`config.mk`:
```
export PLATFORM = sky130hd
export DESIGN_NAME = cbsc_ctrl
export DESIGN_NICKNAME = d
export VERILOG_FILES = /design/src/cbsc_pkg.sv /design/src/cbsc_ctrl.sv /design/src/cbsc_pwr_track.sv
export SDC_FILE = /design/constraint.sdc
export NUM_CORES = 1
export LEC_CHECK = 0
export BUFFER_PORTS_ARGS = -buffer_cell sky130_fd_sc_hd__buf_4
export CAP_MARGIN = 20
export CORE_MARGIN = 2
export CORE_UTILIZATION = 30
export CTS_BUF_LIST = sky130_fd_sc_hd__clkbuf_8
export DETAILED_ROUTE_END_ITERATION = 8
export GPL_ROUTABILITY_DRIVEN = 0
export SYNTH_ARGS = -nofsm -noshare
export SYNTH_HDL_FRONTEND = slang
export SYNTH_SLANG_ARGS = --single-unit
export TNS_END_PERCENT = 10
```
`constraint.sdc`:
```
create_clock -name clk_sys -period 1.4 [get_ports clk_sys]
set_input_delay 0.14 -clock clk_sys [delete_from_list [all_inputs] [get_ports clk_sys]]
set_output_delay 0.14 -clock clk_sys [all_outputs]
set_load 0.03 [all_outputs]
```
`src/cbsc_pkg.sv`:
```
// package of constants and carriers for the card bridge system control low half
package cbsc_pkg;

   ////////////////////////////////////////////////////////////////////////
   // register location and field positions
   localparam logic [7:0] CBSC_OFFSET         = 8'h80;
   localparam int         CBSC_POS_PROT_DIS   = 21;
   localparam int         CBSC_POS_ZV_FLOAT   = 20;
   localparam int         CBSC_POS_RSVD_HI    = 16;
   localparam int         CBSC_POS_BURST_DN   = 15;
   localparam int         CBSC_POS_BURST_UP   = 14;
   localparam int         CBSC_POS_ACTIVITY   = 13;
   localparam int         CBSC_POS_RSVD_ONE   = 12;
   localparam int         CBSC_POS_STREAM     = 11;
   localparam int         CBSC_POS_DLY_UP     = 10;
   localparam int         CBSC_POS_DLY_DN     = 9;
   localparam int         CBSC_POS_PROBE      = 8;
   localparam int         CBSC_POS_CLK_GATE   = 6;
   localparam int         CBSC_POS_ID_LOCK    = 5;
   localparam int         CBSC_POS_PAR_SERR   = 4;
   localparam int         CBSC_POS_RSVD_LO    = 3;
   localparam int         CBSC_POS_LEG_SUPPLY = 2;
   localparam int         CBSC_POS_CLK_KEEP   = 1;
   localparam int         CBSC_POS_PIN_SEL    = 0;

   ////////////////////////////////////////////////////////////////////////
   // reset values of the writable fields (low half of 0044 9060h)
   localparam logic [3:0] CBSC_RST_RSVD_HI    = 4'h4;
   localparam logic       CBSC_RST_BURST_DN   = 1'b1;
   localparam logic       CBSC_RST_BURST_UP   = 1'b0;
   localparam logic       CBSC_RST_CLK_GATE   = 1'b1;
   localparam logic       CBSC_RST_ID_LOCK    = 1'b1;
   localparam logic       CBSC_RST_OTHER      = 1'b0;
   localparam logic       CBSC_RSVD_ONE_VAL   = 1'b1;

   ////////////////////////////////////////////////////////////////////////
   // power switch sequencing states
   typedef enum logic [1:0]
   {
      CBSC_PWR_IDLE   = 2'b00,
      CBSC_PWR_STREAM = 2'b01,
      CBSC_PWR_DELAY  = 2'b10
   } cbsc_pwr_state_t;

   // configuration access request
   typedef struct packed
   {
      logic        func;
      logic [7:0]  addr;
      logic        rd;
      logic        wr;
      logic [3:0]  be;
      logic [31:0] wdata;
   } cbsc_cfg_req_t;

   // power switch engine events
   typedef struct packed
   {
      logic start;
      logic up;
      logic sent;
      logic delay_done;
   } cbsc_pwr_evt_t;

endpackage : cbsc_pkg

```
`src/cbsc_ctrl.sv`:
```
// system control register low half, bits 21 to 0, for two functions
//
// Behaviour
// per socket bit 21 set disables supply protection for 16-bit cards
// bit 20 set floats card address lines A25-A22 on 16-bit cards
// bit 15 set, the default, lets downstream memory reads burst
// bit 14 set lets upstream memory reads burst; default off
// per socket bit 13 sets on card access, clears when read
// reserved bit 12 reads as one
// software keeps reserved bits 19-16 and bit 3 at defaults
// reserved bit 7 reads as zero
// bit 11 busy during power stream and its following delay
// bit 10 set after power-up stream until settling delay expires
// bit 9 set after power-down stream until delay expires
// per socket bit 8 is one while card interrogation runs
// bit 6 stops idle clockless 32-bit card state machine clock
// bit 5, shared, locks identification registers read-only when one
// bit 4 set reports card bus data parity errors on SERR
// bit 2 selects legacy supply: zero 3.3 V, one 5 V
// bit 1 set forbids stopping card or host clock via CLKRUN
// bit 0 chooses shared ring/PME pin or PME only
// global bits live only in function 0; reserved bits 19-16 and 3 are written and read from both functions
// register answers at configuration offset 80h in both functions
// writes to read-only and reserved-read positions are ignored
`timescale 1ns/1ps
`default_nettype none

module cbsc_ctrl
   import cbsc_pkg::*;
#(
   parameter int SOCKETS = 2
)
(
   input  wire logic               clk_sys,
   input  wire logic               rst,
   input  wire cbsc_cfg_req_t      cfg_req,
   output logic                    cfg_hit,
   output logic [31:0]             cfg_rdata,
   input  wire logic [SOCKETS-1:0] card_access,
   input  wire logic [SOCKETS-1:0] probe_running,
   input  wire cbsc_pwr_evt_t      pwr_evt,
   input  wire logic [SOCKETS-1:0] card_is_32bit,
   input  wire logic [SOCKETS-1:0] card_idle,
   input  wire logic [SOCKETS-1:0] card_clk_running,
   input  wire logic               card_parity_err,
   input  wire logic               clkrun_stop_req,
   input  wire logic               ring_enable,
   input  wire logic               ring_request,
   input  wire logic               pme_request,
   output logic [SOCKETS-1:0]      supply_protect_disable,
   output logic [SOCKETS-1:0]      reduced_video_addr_float,
   output logic                    read_burst_down_enable,
   output logic                    read_burst_up_enable,
   output logic [SOCKETS-1:0]      sm_clock_enable,
   output logic                    ident_write_lock,
   output logic                    syserr_from_card_parity,
   output logic [SOCKETS-1:0]      legacy_supply_select,
   output logic                    clkrun_stop_allow,
   output logic                    ring_indicate_output
);

   ////////////////////////////////////////////////////////////////////////
   // decode helpers

   // true when the access targets this register
   function automatic logic reg_hit(input logic [7:0] addr);
      reg_hit = (addr[7:2] == CBSC_OFFSET[7:2]);
   endfunction : reg_hit

   // true when byte lane holding bit pos is enabled
   function automatic logic lane_on(input logic [3:0] be, input int pos);
      lane_on = be[pos / 8];
   endfunction : lane_on

   logic       hit;
   logic       wr_hit;
   logic       rd_hit;
   logic       sock;
   logic       fn0_wr;
   logic [3:0] be;
   logic [31:0] wd;

   assign hit    = reg_hit(cfg_req.addr);
   assign wr_hit = hit && cfg_req.wr;
   assign rd_hit = hit && cfg_req.rd;
   assign sock   = cfg_req.func;
   assign fn0_wr = wr_hit && (cfg_req.func == 1'b0);
   assign be     = cfg_req.be;
   assign wd     = cfg_req.wdata;
   assign cfg_hit = hit;

   ////////////////////////////////////////////////////////////////////////
   // global fields, writable only from function 0 except the reserved positions

   logic       burst_dn;
   logic       burst_up;
   logic       id_lock;
   logic       par_serr;
   logic       clk_keep;
   logic [3:0] rsvd_hi;
   logic       rsvd_lo;

   // read burst controls, both in byte lane 1
   always_ff @(posedge clk_sys)
   begin
      if (rst)
      begin
         burst_dn <= CBSC_RST_BURST_DN;
         burst_up <= CBSC_RST_BURST_UP;
      end
      else if (fn0_wr && lane_on(be, CBSC_POS_BURST_DN))
      begin
         burst_dn <= wd[CBSC_POS_BURST_DN];
         burst_up <= wd[CBSC_POS_BURST_UP];
      end
   end

   // identification registers write lock
   always_ff @(posedge clk_sys)
   begin
      if (rst)
         id_lock <= CBSC_RST_ID_LOCK;
      else if (fn0_wr && lane_on(be, CBSC_POS_ID_LOCK))
         id_lock <= wd[CBSC_POS_ID_LOCK];
   end

   // card parity reporting enable
   always_ff @(posedge clk_sys)
   begin
      if (rst)
         par_serr <= CBSC_RST_OTHER;
      else if (fn0_wr && lane_on(be, CBSC_POS_PAR_SERR))
         par_serr <= wd[CBSC_POS_PAR_SERR];
   end

   // clock stop inhibit
   always_ff @(posedge clk_sys)
   begin
      if (rst)
         clk_keep <= CBSC_RST_OTHER;
      else if (fn0_wr && lane_on(be, CBSC_POS_CLK_KEEP))
         clk_keep <= wd[CBSC_POS_CLK_KEEP];
   end

   // writable reserved positions, kept as written (software keeps defaults)
   always_ff @(posedge clk_sys)
   begin
      if (rst)
      begin
         rsvd_hi <= CBSC_RST_RSVD_HI;
         rsvd_lo <= CBSC_RST_OTHER;
      end
      else if (wr_hit)
      begin
         if (lane_on(be, CBSC_POS_RSVD_HI))
            rsvd_hi <= wd[CBSC_POS_RSVD_HI +: 4];
         if (lane_on(be, CBSC_POS_RSVD_LO))
            rsvd_lo <= wd[CBSC_POS_RSVD_LO];
      end
   end

   ////////////////////////////////////////////////////////////////////////
   // per socket fields, one copy per function

   logic [SOCKETS-1:0] prot_dis;
   logic [SOCKETS-1:0] zv_float;
   logic [SOCKETS-1:0] clk_gate;
   logic [SOCKETS-1:0] leg_sup;
   logic [SOCKETS-1:0] pin_sel;
   logic [SOCKETS-1:0] activity;

   genvar g;
   generate
      for (g = 0; g < SOCKETS; g = g + 1)
      begin : g_sock
         logic sel;
         assign sel = wr_hit && (int'(sock) == g);

         // supply protection and reduced video address controls
         always_ff @(posedge clk_sys)
         begin
            if (rst)
            begin
               prot_dis[g] <= CBSC_RST_OTHER;
               zv_float[g] <= CBSC_RST_OTHER;
            end
            else if (sel && lane_on(be, CBSC_POS_PROT_DIS))
            begin
               prot_dis[g] <= wd[CBSC_POS_PROT_DIS];
               zv_float[g] <= wd[CBSC_POS_ZV_FLOAT];
            end
         end

         // idle card clock gating enable
         always_ff @(posedge clk_sys)
         begin
            if (rst)
               clk_gate[g] <= CBSC_RST_CLK_GATE;
            else if (sel && lane_on(be, CBSC_POS_CLK_GATE))
               clk_gate[g] <= wd[CBSC_POS_CLK_GATE];
         end

         // legacy supply voltage select
         always_ff @(posedge clk_sys)
         begin
            if (rst)
               leg_sup[g] <= CBSC_RST_OTHER;
            else if (sel && lane_on(be, CBSC_POS_LEG_SUPPLY))
               leg_sup[g] <= wd[CBSC_POS_LEG_SUPPLY];
         end

         // ring and power event pin mode
         always_ff @(posedge clk_sys)
         begin
            if (rst)
               pin_sel[g] <= CBSC_RST_OTHER;
            else if (sel && lane_on(be, CBSC_POS_PIN_SEL))
               pin_sel[g] <= wd[CBSC_POS_PIN_SEL];
         end

         // activity flag: set wins over the clear by read
         always_ff @(posedge clk_sys)
         begin
            if (rst)
               activity[g] <= 1'b0;
            else if (card_access[g])
               activity[g] <= 1'b1;
            else if (rd_hit && int'(sock) == g &&
                     lane_on(be, CBSC_POS_ACTIVITY))
               activity[g] <= 1'b0;
         end

         // state machine clock gate for idle clockless 32-bit cards
         assign sm_clock_enable[g] = !(clk_gate[g] && card_is_32bit[g] &&
                                      card_idle[g] &&
                                      !card_clk_running[g]);
      end
   endgenerate

   ////////////////////////////////////////////////////////////////////////
   // power switch progress tracking

   logic stream_busy;
   logic up_busy;
   logic down_busy;

   cbsc_pwr_track u_pwr
   (
      .clk_sys     (clk_sys),
      .rst         (rst),
      .evt         (pwr_evt),
      .stream_busy (stream_busy),
      .up_busy     (up_busy),
      .down_busy   (down_busy)
   );

   ////////////////////////////////////////////////////////////////////////
   // read data, registered; global bits other than the reserved positions read zero in function 1

   logic [31:0] next_rdata;
   logic        f0;

   always_comb
   begin
      f0 = (sock == 1'b0);
      next_rdata = 32'h0000_0000;
      next_rdata[CBSC_POS_PROT_DIS]   = prot_dis[sock];
      next_rdata[CBSC_POS_ZV_FLOAT]   = zv_float[sock];
      next_rdata[CBSC_POS_RSVD_HI +: 4] = rsvd_hi;
      next_rdata[CBSC_POS_BURST_DN]   = f0 && burst_dn;
      next_rdata[CBSC_POS_BURST_UP]   = f0 && burst_up;
      next_rdata[CBSC_POS_ACTIVITY]   = activity[sock];
      next_rdata[CBSC_POS_RSVD_ONE]   = CBSC_RSVD_ONE_VAL;
      next_rdata[CBSC_POS_STREAM]     = f0 && stream_busy;
      next_rdata[CBSC_POS_DLY_UP]     = f0 && up_busy;
      next_rdata[CBSC_POS_DLY_DN]     = f0 && down_busy;
      next_rdata[CBSC_POS_PROBE]      = probe_running[sock];
      next_rdata[CBSC_POS_CLK_GATE]   = clk_gate[sock];
      next_rdata[CBSC_POS_ID_LOCK]    = f0 && id_lock;
      next_rdata[CBSC_POS_PAR_SERR]   = f0 && par_serr;
      next_rdata[CBSC_POS_RSVD_LO]    = rsvd_lo;
      next_rdata[CBSC_POS_LEG_SUPPLY] = leg_sup[sock];
      next_rdata[CBSC_POS_CLK_KEEP]   = f0 && clk_keep;
      next_rdata[CBSC_POS_PIN_SEL]    = pin_sel[sock];
   end

   // read data captured on a read hit; status and constant bits take no write
   always_ff @(posedge clk_sys)
   begin
      if (rst)
         cfg_rdata <= 32'h0000_0000;
      else if (rd_hit)
         cfg_rdata <= next_rdata;
   end

   ////////////////////////////////////////////////////////////////////////
   // control outputs from the stored fields

   assign supply_protect_disable   = prot_dis;
   assign reduced_video_addr_float = zv_float;
   assign read_burst_down_enable   = burst_dn;
   assign read_burst_up_enable     = burst_up;
   assign ident_write_lock         = id_lock;
   assign legacy_supply_select     = leg_sup;

   // parity reporting onto the system error line
   assign syserr_from_card_parity = par_serr && card_parity_err;

   // clock stop permitted only when not kept running
   assign clkrun_stop_allow = clkrun_stop_req && !clk_keep;

   // shared ring/PME pin, mode from socket 0 copy
   always_comb
   begin
      if (pin_sel[0])
         ring_indicate_output = pme_request;
      else if (ring_enable)
         ring_indicate_output = ring_request;
      else
         ring_indicate_output = pme_request;
   end

endmodule : cbsc_ctrl

`default_nettype wire

```
`src/cbsc_pwr_track.sv`:
```
// tracker of power switch stream and settling delay progress
`timescale 1ns/1ps
`default_nettype none

module cbsc_pwr_track
   import cbsc_pkg::*;
(
   input  wire logic          clk_sys,
   input  wire logic          rst,
   input  wire cbsc_pwr_evt_t evt,
   output logic               stream_busy,
   output logic               up_busy,
   output logic               down_busy
);

   cbsc_pwr_state_t state;
   cbsc_pwr_state_t next_state;
   logic            going_up;

   ////////////////////////////////////////////////////////////////////////
   // next state of the sequencer
   always_comb
   begin
      next_state = state;
      case (state)
         CBSC_PWR_IDLE:
            if (evt.start)
               next_state = CBSC_PWR_STREAM;
         CBSC_PWR_STREAM:
            if (evt.sent)
               next_state = CBSC_PWR_DELAY;
         CBSC_PWR_DELAY:
            if (evt.delay_done)
               next_state = CBSC_PWR_IDLE;
         default:
            next_state = CBSC_PWR_IDLE;
      endcase
   end

   // state register
   always_ff @(posedge clk_sys)
   begin
      if (rst)
         state <= CBSC_PWR_IDLE;
      else
         state <= next_state;
   end

   // direction captured when a change is requested
   always_ff @(posedge clk_sys)
   begin
      if (rst)
         going_up <= 1'b0;
      else if (state == CBSC_PWR_IDLE && evt.start)
         going_up <= evt.up;
   end

   // status flags from flip-flops
   always_ff @(posedge clk_sys)
   begin
      if (rst)
      begin
         stream_busy <= 1'b0;
         up_busy     <= 1'b0;
         down_busy   <= 1'b0;
      end
      else
      begin
         stream_busy <= (next_state != CBSC_PWR_IDLE);
         up_busy     <= (next_state == CBSC_PWR_DELAY) && going_up;
         down_busy   <= (next_state == CBSC_PWR_DELAY) && !going_up;
      end
   end

endmodule : cbsc_pwr_track

`default_nettype wire
```
==> impl_metrics.toml, run 1 <==
[route]
drt_pre_antenna_iters = 4
drcViolationCount = 0
wl_per_cell_um = 13.2
drtAntennaViolNets = 0
vias = 1944
finalWirelength_um = 5640
drtIter0Drc = 43
viasPerCell = 4.54

[yosys]
ys_warn_count = 0
synth_edf_count = 0
synth.avg_cell_area_sq_um = 9.80
synth.top_cell.area_share_pct = 42.6
ys_ff_latch = 49
syn_inst = 235
synth_area_sq_um = 2300
seq_area_frac_synth_pct = 42.6
synth-main-ff-cell = "dfxtp_1"
yosysUniqueCellTypes = 33
synthTopCellsByArea = "dfxtp_1, mux2i_1, nand2b_1"
synth.most_common_cell = "dfxtp_1"
synthArstFlopShare_pct = 0
synth_area_leader_cell = "dfxtp_1"
yosys-top-cells-count = "dfxtp_1, mux2i_1, nand2b_1"

[critical_path]
startpoint_type = "primary input"
crit_arrival_ps = 1240
endpoint_kind = "primary output"
r2r_slack_ps = 100
reg2regPathDepth = 4
cp_max_fo = 5
r2r-start = "u_pwr.state[1]"
worst-endpoint-required_ps = 1260
r2r-end = "u_pwr.up_busy"
crit_type = "primary input to primary output"

[sta]
fmax_mhz = 725
slew_viol_final = 0
fin_crit_ps = 1380
setup-violations-final = 0
rsz0062_at_grt = "yes"
hold_viol = 0
post-route-period-util_pct = 98.6
clock_skew_ps = 6.26

[pwr]
sw_frac_of_total_pct = 24.5
ir_drop_mv = 0.357
p_per_area_nw_per_um2 = 804
seqPwrFrac_pct = 54.4
comb_power_share_pct = 13.8
pwr-share-clk_pct = 31.8
p_int_mw = 1.97
power_leakage_nw = 1.37
p_switching_mw = 0.640

[clocking]
clock_path_buffers = 2
cts_hold_buf = 0
insertion_delay_ps = 300
cts_root_buffer = "clkbuf_8"
cts-htree-levels = 2
cts_made_buffers = 5
cts_tree = "built"
clkSinkCount = 49
cts.clk_slew.worst_paths_ps = 80

[run]
maxCapViolCount = 0

[placed_design]
post-place-cells = 419
dpl_cell_area_sq_um = 3070
io_buffers = 83
place_hpwl_um = 4170

[layout]
fin_nets = 397
final_cell_area_sq_um = 3250
layoutNonFillerInstCount = 428
antennaDiodeCount = 0
drive_above_1_share_pct = 39.2
area_growth_pct = 41.1

[hold_path]
holdPathStages = 3
hp-start = "pwr_evt[2]"
min_path_type = "primary input to register"
hold_end = "u_pwr.going_up"

[floorplan]
coreArea_sq_um = 7330
die_x_um = 91.6
die-area_sq_um = 8390
floorplan.initialDensity_pct = 31.4
io_pins = 115
rows = 31
die_height_um = 91.6

[global_routing]
grt_pass1_vias = 1832
grt_first_pass_wirelength_um = 8710
grt_overflow = 0
grt_max_degree = 60
grt_util_all_layers_pct = 13.0
antenna_found_initial = 0

[status]
status = "completed"
==> area by class of cell <==
| type | count | area (sq um) |
|---|---|---|
| inverters | 6 | 22.5 |
| flip-flops and latches | 49 | 982 |
| well taps | 99 | 124 |
| clock buffers | 6 | 82.6 |
| clock inverters | 1 | 3.75 |
| fillers | 732 | 4080 |
| repair buffers | 102 | 801 |
| multi-input cells | 165 | 1230 |
==> cells in the final DEF, fill, tap and decap left out, drive strengths merged <==
cell	Yosys	final
o31ai	3	3
or3b	9	9
a31oi	7	7
clkbuf	11	6
nor3	5	5
a21oi	4	4
dfxtp	49	49
nor2	12	12
nand4b	2	2
and3	1	1
nand4	1	1
mux2i	41	41
a211oi	7	7
conb	1	11
a21o	1	1
nand2	4	4
nand3b	1	1
buf	14	102
o41ai	1	1
nor3b	1	1
and2	2	2
nand3	4	4
inv	6	7
mux2	1	1
nand2b	39	39
nor2b	3	3
or4	1	1
nor4	4	4
==> logic make-up (layout without fill, tap and decap cells) <==
family	after synthesis	in the layout	share of synthesized area, %
AND/OR/NAND/NOR	89	89	24.8
flip-flops	49	49	42.6
multiplexers	42	42	18.3
AO/OA/AOI/OAI	23	23	6.74
buffers and inverters	31	115	7.34
other	1	11	0.163
==> worst max-delay path, cell delays in order <==
cell and delay, ps:
buf_4 120, or4_4 590, buf_6 150, nor2_4 100, buf_6 140
==> power groups by stage <==
stage | combinational [mW] | sequential, mW | clock (mW)
final | 0.361 | 1.42 | 0.830
after CTS | 0.355 | 1.42 | 0.868
after floorplan | 0.204 | 1.45 | 0
after global placement | 0.341 | 1.45 | 0
after detailed placement | 0.345 | 1.45 | 0
after global routing | 0.389 | 1.42 | 0.905
==> worst max-delay path by stage <==
stage                           start  depth (start not counted)            end
after floorplan           cfg_req[41]                          4   cfg_rdata[1]
after global placement    cfg_req[41]                          6     rsvd_hi[3]
after detailed placement  cfg_req[41]                          5    activity[0]
after CTS                 cfg_req[42]                          7     rsvd_hi[1]
after global routing      cfg_req[41]                          6  cfg_rdata[11]
final                     cfg_req[41]                          5        cfg_hit
==> flip-flops by register name, indices dropped and copies added, names as in the netlist <==
name                      cells
clk_gate                      2
activity                      2
supply_protect_disable        2
par_serr                      1
pin_sel                       2
u_pwr.state                   2
read_burst_up_enable          1
cfg_rdata                    21
read_burst_down_enable        1
u_pwr.down_busy               1
reduced_video_addr_float      2
clk_keep                      1
rsvd_hi                       4
ident_write_lock              1
u_pwr.up_busy                 1
rsvd_lo                       1
u_pwr.stream_busy             1
u_pwr.going_up                1
legacy_supply_select          2
==> per-layer routing <==
layer | up-vias | track usage (%) | part of all wire, %
li1 | 977 | - | -
met1 | 891 | 16.3 | 44
met2 | 69 | 21.5 | 48
met3 | 7 | 4.15 | 7.0
met4 | 0 | 3.03 | 0.89
met5 | - | 0 | 0
==> what timing repair did <==
| action | 4_1_cts | 5_1_grt |
|---|---|---|
| gates cloned | 0 | 0 |
| pin swaps | 1 | 3 |
| endpoints found under the setup margin | 2 | 17 |
| setup buffers | 2 | 0 |
| resized for setup | 5 | 10 |
==> through the flow <==
stage | hold WS (ps) | setup WS, ps | util, % | total power [mW] | TNS [ps]
2_1_floorplan | 269 | -180 | - | 1.66 | -3710
3_3_place_gp | 382 | -198 | 41.9 | 1.79 | -5070
3_5_place_dp | 389 | -238 | 41.9 | 1.80 | -5970
4_1_cts | 69.0 | -0.996 | 43.7 | 2.64 | -2.67
5_1_grt | 98.7 | -35.7 | 44.3 | 2.72 | -88.2
6_report | 78.4 | 20.1 | 44.3 | 2.61 | 0
(Power assumes the default switching activity.)
==> inputs of run 2 (changes only) <==
Settings changed: CORE_UTILIZATION 30 to 43, PLACE_DENSITY set to 0.79.
==> impl_metrics.toml, run 2 (synthesis results as in run 1) <==
[status]
status = "completed"

[sta]
worst_pin_slew_ps = 521
hold_viol = 0
fmax_mhz = 736
fin_ws_ps = 40.9
slew_viol_final = 0
post-route-period-util_pct = 97.1
relSlewSlack_pct = 65.3
clock_skew_ps = 6.37
rsz0062_at_grt = "yes"
setup-violations-final = 0
fin_crit_ps = 1360

[floorplan]
die-area_sq_um = 5960
coreArea_sq_um = 5140
floorplan.initialDensity_pct = 44.8
io_pins = 115
die_height_um = 77.2
rows = 26
die_x_um = 77.2

[clocking]
cts-htree-levels = 2
cts_made_buffers = 5
insertion_delay_ps = 300
cts.clk_slew.worst_paths_ps = 90
clkSinkCount = 49
clock_path_buffers = 2
cts_tree = "built"
cts_root_buffer = "clkbuf_8"
cts_hold_buf = 0
post_cts_buffers = 0

[layout]
num-fill-cells = 458
largest_reg_flops = 21
top_register = "cfg_rdata"
final_common_cell = "buf_4"
area_growth_pct = 38.0
drive_above_1_share_pct = 37.7
fin_nets = 393
antennaDiodeCount = 0
layoutNonFillerInstCount = 396
final_cell_mix = "buf_4, dfxtp_1, mux2i_1, nand2b_1, nor2_1"
reg_top3 = "cfg_rdata (21), rsvd_hi (4)"

[pwr]
comb_power_share_pct = 11.7
p_switching_mw = 0.643
power_leakage_nw = 1.35
p_int_mw = 2.29
pwr-share-clk_pct = 39.9
ir_drop_mv = 0.604
p_per_area_nw_per_um2 = 922
sw_frac_of_total_pct = 22.0
seqPwrFrac_pct = 48.4

[hold_path]
min_path_type = "primary input to register"
hold_end = "u_pwr.going_up"
holdPathStages = 3
hp-start = "pwr_evt[2]"

[placed_design]
post-place-cells = 388
place_hpwl_um = 3840
io_buffers = 83
dp_worst_setup_slack_ps = -279

[global_routing]
grt_first_pass_wirelength_um = 8460
antenna_found_initial = 0
grt_util_all_layers_pct = 17.5
grt_max_degree = 60
grt_pass1_vias = 1818
grt_overflow = 0

[route]
drcViolationCount = 0
drt_pre_antenna_iters = 4
finalWirelength_um = 5160
drtIter0Drc = 54
viasPerCell = 4.91
wl_per_cell_um = 13.0
vias = 1946
drtAntennaViolNets = 0

[critical_path]
cp_max_fo = 3
startpoint_type = "register"
crit_arrival_ps = 1220
endpoint_kind = "primary output"
r2r-start = "u_pwr.state[1]"
r2r-end = "u_pwr.up_busy"
r2r_slack_ps = 120
crit_type = "register to primary output"
worst-endpoint-required_ps = 1260
reg2regPathDepth = 4

[run]
maxCapViolCount = 0
==> run 2: changes by cell type in the layout (fill, tap and decap cells not counted), sizes merged <==
cell	delta
buf	-4
bufinv	+2
clkbuf	-1
clkinv	+1
inv	-1
==> run 2: repair_timing <==
action | 4_1_cts | 5_1_grt
gates resized for setup | 2 | 3
endpoints found under the setup margin | 1 | 5
pin swaps | 0 | 1
==> run 2: area by class of cell <==
| cell class | count | area, sq um | area share [%] |
|---|---|---|---|
| Clock buffer | 5 | 68.8 | 2.17 |
| Sequential cell | 49 | 982 | 30.9 |
| Inverter | 6 | 22.5 | 0.709 |
| Timing Repair Buffer | 98 | 756 | 23.8 |
| Multi-Input combinational cell | 165 | 1200 | 37.6 |
| Tap cell | 70 | 87.6 | 2.76 |
| Clock inverter | 3 | 65.1 | 2.05 |
==> run 2: power groups by stage <==
stage          Combinational [mW]  Sequential (mW)  Clock [mW]
2_1_floorplan               0.204             1.45           0
3_3_place_gp                0.332             1.45           0
3_5_place_dp                0.337             1.45           0
4_1_cts                     0.340             1.42        1.19
5_1_grt                     0.371             1.42        1.25
6_report                    0.342             1.42        1.17
==> run 2: worst max-delay path by stage <==
stage               slack [ps]   startpoint                endpoint  cells past startpoint
floorplan                 -180  cfg_req[41]            cfg_rdata[1]                      4
global placement          -220  cfg_req[41]  read_burst_down_enable                      5
detailed placement        -280  cfg_req[41]                par_serr                      5
CTS                          7   pin_sel[0]    ring_indicate_output                      3
global route                -6  cfg_req[42]  read_burst_down_enable                      5
finish                      40   pin_sel[0]    ring_indicate_output                      3
==> run 2: worst max-delay path, stage by stage (launching register included) <==
cell     delay [ps]
dfxtp_2         350
nor2b_2         130
mux2_4          310
buf_6           140
==> run 2: metrics by stage <==
stage	util (%)	hold slack, ps	power, mW	area, sq um	setup TNS, ps
after floorplan	-	269	1.66	2340	-3710
after global placement	58.9	371	1.78	3030	-5490
after detailed placement	58.9	387	1.79	3030	-6490
after CTS	61.6	76.5	2.95	3170	0
after global routing	61.8	83.1	3.04	3180	-8.65
final	61.8	82.5	2.93	3180	0
==> run 2: layer usage <==
metal | global-route usage (%) | up-vias | routed length [um]
met4 | 5.36 | 0 | 67
met2 | 28.8 | 77 | 2430
met3 | 4.47 | 9 | 413
met1 | 22.5 | 896 | 2250
li1 | - | 964 | -
met5 | 0 | - | 0
==> inputs of run 3 (changes only) <==
--- a/constraint.sdc
+++ b/constraint.sdc
@@ -3,2 +3,2 @@
 set_output_delay 0.14 -clock clk_sys [all_outputs]
-set_load 0.03 [all_outputs]
+set_load 0.01 [all_outputs]
==> impl_metrics.toml, run 3 (synthesis results as in run 1) <==
[run]
maxCapViolCount = 0

[sta]
worst_pin_slew_ps = 521
post-route-period-util_pct = 96.3
hold_slack_ps = 81.8
hold_viol = 0
relSlewSlack_pct = 65.3
fmax_mhz = 742
setup-violations-final = 0
rsz0062_at_grt = "yes"
fin_crit_ps = 1350
clock_skew_ps = 6.27
fin_ws_ps = 51.7
finalSetupTns_ps = 0
slew_viol_final = 0

[route]
drt_pre_antenna_iters = 4
finalWirelength_um = 5160
drtIter0Drc = 56
drcViolationCount = 0
drtAntennaViolNets = 0
vias = 1938
viasPerCell = 4.89
wl_per_cell_um = 13.0

[pwr]
p_int_mw = 2.29
power_leakage_nw = 1.35
comb_power_share_pct = 10.4
pwr-share-clk_pct = 40.5
p_per_area_nw_per_um2 = 910
ir_drop_mv = 0.604
sw_frac_of_total_pct = 20.9
p_switching_mw = 0.605
seqPwrFrac_pct = 49.1

[critical_path]
worst-endpoint-required_ps = 1260
startpoint_type = "register"
worst_path_max_delay_cell = "dfxtp_2"
max_stage_delay_ps = 340
r2r-start = "u_pwr.state[1]"
cp_max_fo = 3
endpoint_kind = "primary output"
crit_type = "register to primary output"
crit_arrival_ps = 1210
path_cells = "nor2b_2, mux2_4, buf_4"
worstSetupStartpoint = "pin_sel[0]"

[placed_design]
place_hpwl_um = 3840
dp_worst_setup_slack_ps = -279
io_buffers = 83
post-place-cells = 388
dpl_cell_area_sq_um = 3030

[layout]
area_growth_pct = 37.9
num-fill-cells = 459
largest_reg_flops = 21
multi_input_area_sq_um = 1200
reg_top3 = "cfg_rdata (21), rsvd_hi (4)"
top_register = "cfg_rdata"
layoutNonFillerInstCount = 396
drive_above_1_share_pct = 37.7
final_cell_mix = "buf_4, dfxtp_1, mux2i_1, nand2b_1, nor2_1"
antennaDiodeCount = 0
seq_area_sq_um = 982
final_cell_area_sq_um = 3170
fin_nets = 393
final_common_cell = "buf_4"

[global_routing]
grt_max_degree = 60
grt_util_all_layers_pct = 17.5
grt_pass1_vias = 1821
grt_overflow = 0
antenna_found_initial = 0
grt_first_pass_wirelength_um = 8470

[floorplan]
die_x_um = 77.2
die-area_sq_um = 5960
rows = 26
coreArea_sq_um = 5140
die_height_um = 77.2
io_pins = 115
floorplan.initialDensity_pct = 44.8

[status]
status = "completed"

[hold_path]
min_path_type = "primary input to register"
hp-start = "pwr_evt[2]"

[clocking]
cts_tree = "built"
clkSinkCount = 49
cts_made_buffers = 5
clock_path_buffers = 2
cts.clk_slew.worst_paths_ps = 90
cts-htree-levels = 2
insertion_delay_ps = 300
post_cts_buffers = 0
cts_root_buffer = "clkbuf_8"
## run 3: cell counts in the layout (fill, tap and decap cells not counted)
Identical to the previous run, type by type.
## run 3: final timing paths
path	end	slack, ps	depth (start not counted)
worst max-delay path	ring_indicate_output	50	3
worst min-delay path	u_pwr.going_up	80	3
worst max register to register	u_pwr.up_busy	110	4
worst min register to register	cfg_rdata[12]	450	2
## run 3: per-layer routing
layer / GRT usage [%] / part of all wire (%)
met1: 22.5 / 44
met2: 28.8 / 47
met3: 4.59 / 7.6
met4: 5.36 / 1.3
met5: 0 / 0
## run 3: final cells by class
type | count | share of cell area [%]
repair buffers | 98 | 23.7
clock buffers | 5 | 2.17
well taps | 70 | 2.76
inverters | 6 | 0.710
multi-input cells | 165 | 37.7
clock inverters | 3 | 2.05
flip-flops and latches | 49 | 30.9
## run 3: what timing repair did
item / 4_1_cts / 5_1_grt
gates resized for setup: 0 / 4
endpoints found under the hold margin: 0 / 0
setup endpoints to repair: 0 / 5
hold buffers: 0 / 0
## run 3: power groups by stage
stage / logic [mW] / registers (mW) / clock network, mW
finish: 0.301 / 1.42 / 1.17
CTS: 0.299 / 1.42 / 1.19
global route: 0.330 / 1.42 / 1.25
detailed placement: 0.298 / 1.45 / 0
floorplan: 0.168 / 1.45 / 0
global placement: 0.293 / 1.45 / 0
## run 3: critical path: cells and delay by family (launching register included)
family	cells	cell delay (ps)
flops	1	340
mux	1	300
buf+inv	1	140
simple gates	1	130
## run 3: per-stage QoR
step | utilization [%] | total power, mW
after global placement | 58.9 | 1.74
after detailed placement | 58.9 | 1.75
final | 61.8 | 2.89
after global routing | 61.8 | 3.00
after floorplan | - | 1.62
after CTS | 61.5 | 2.91
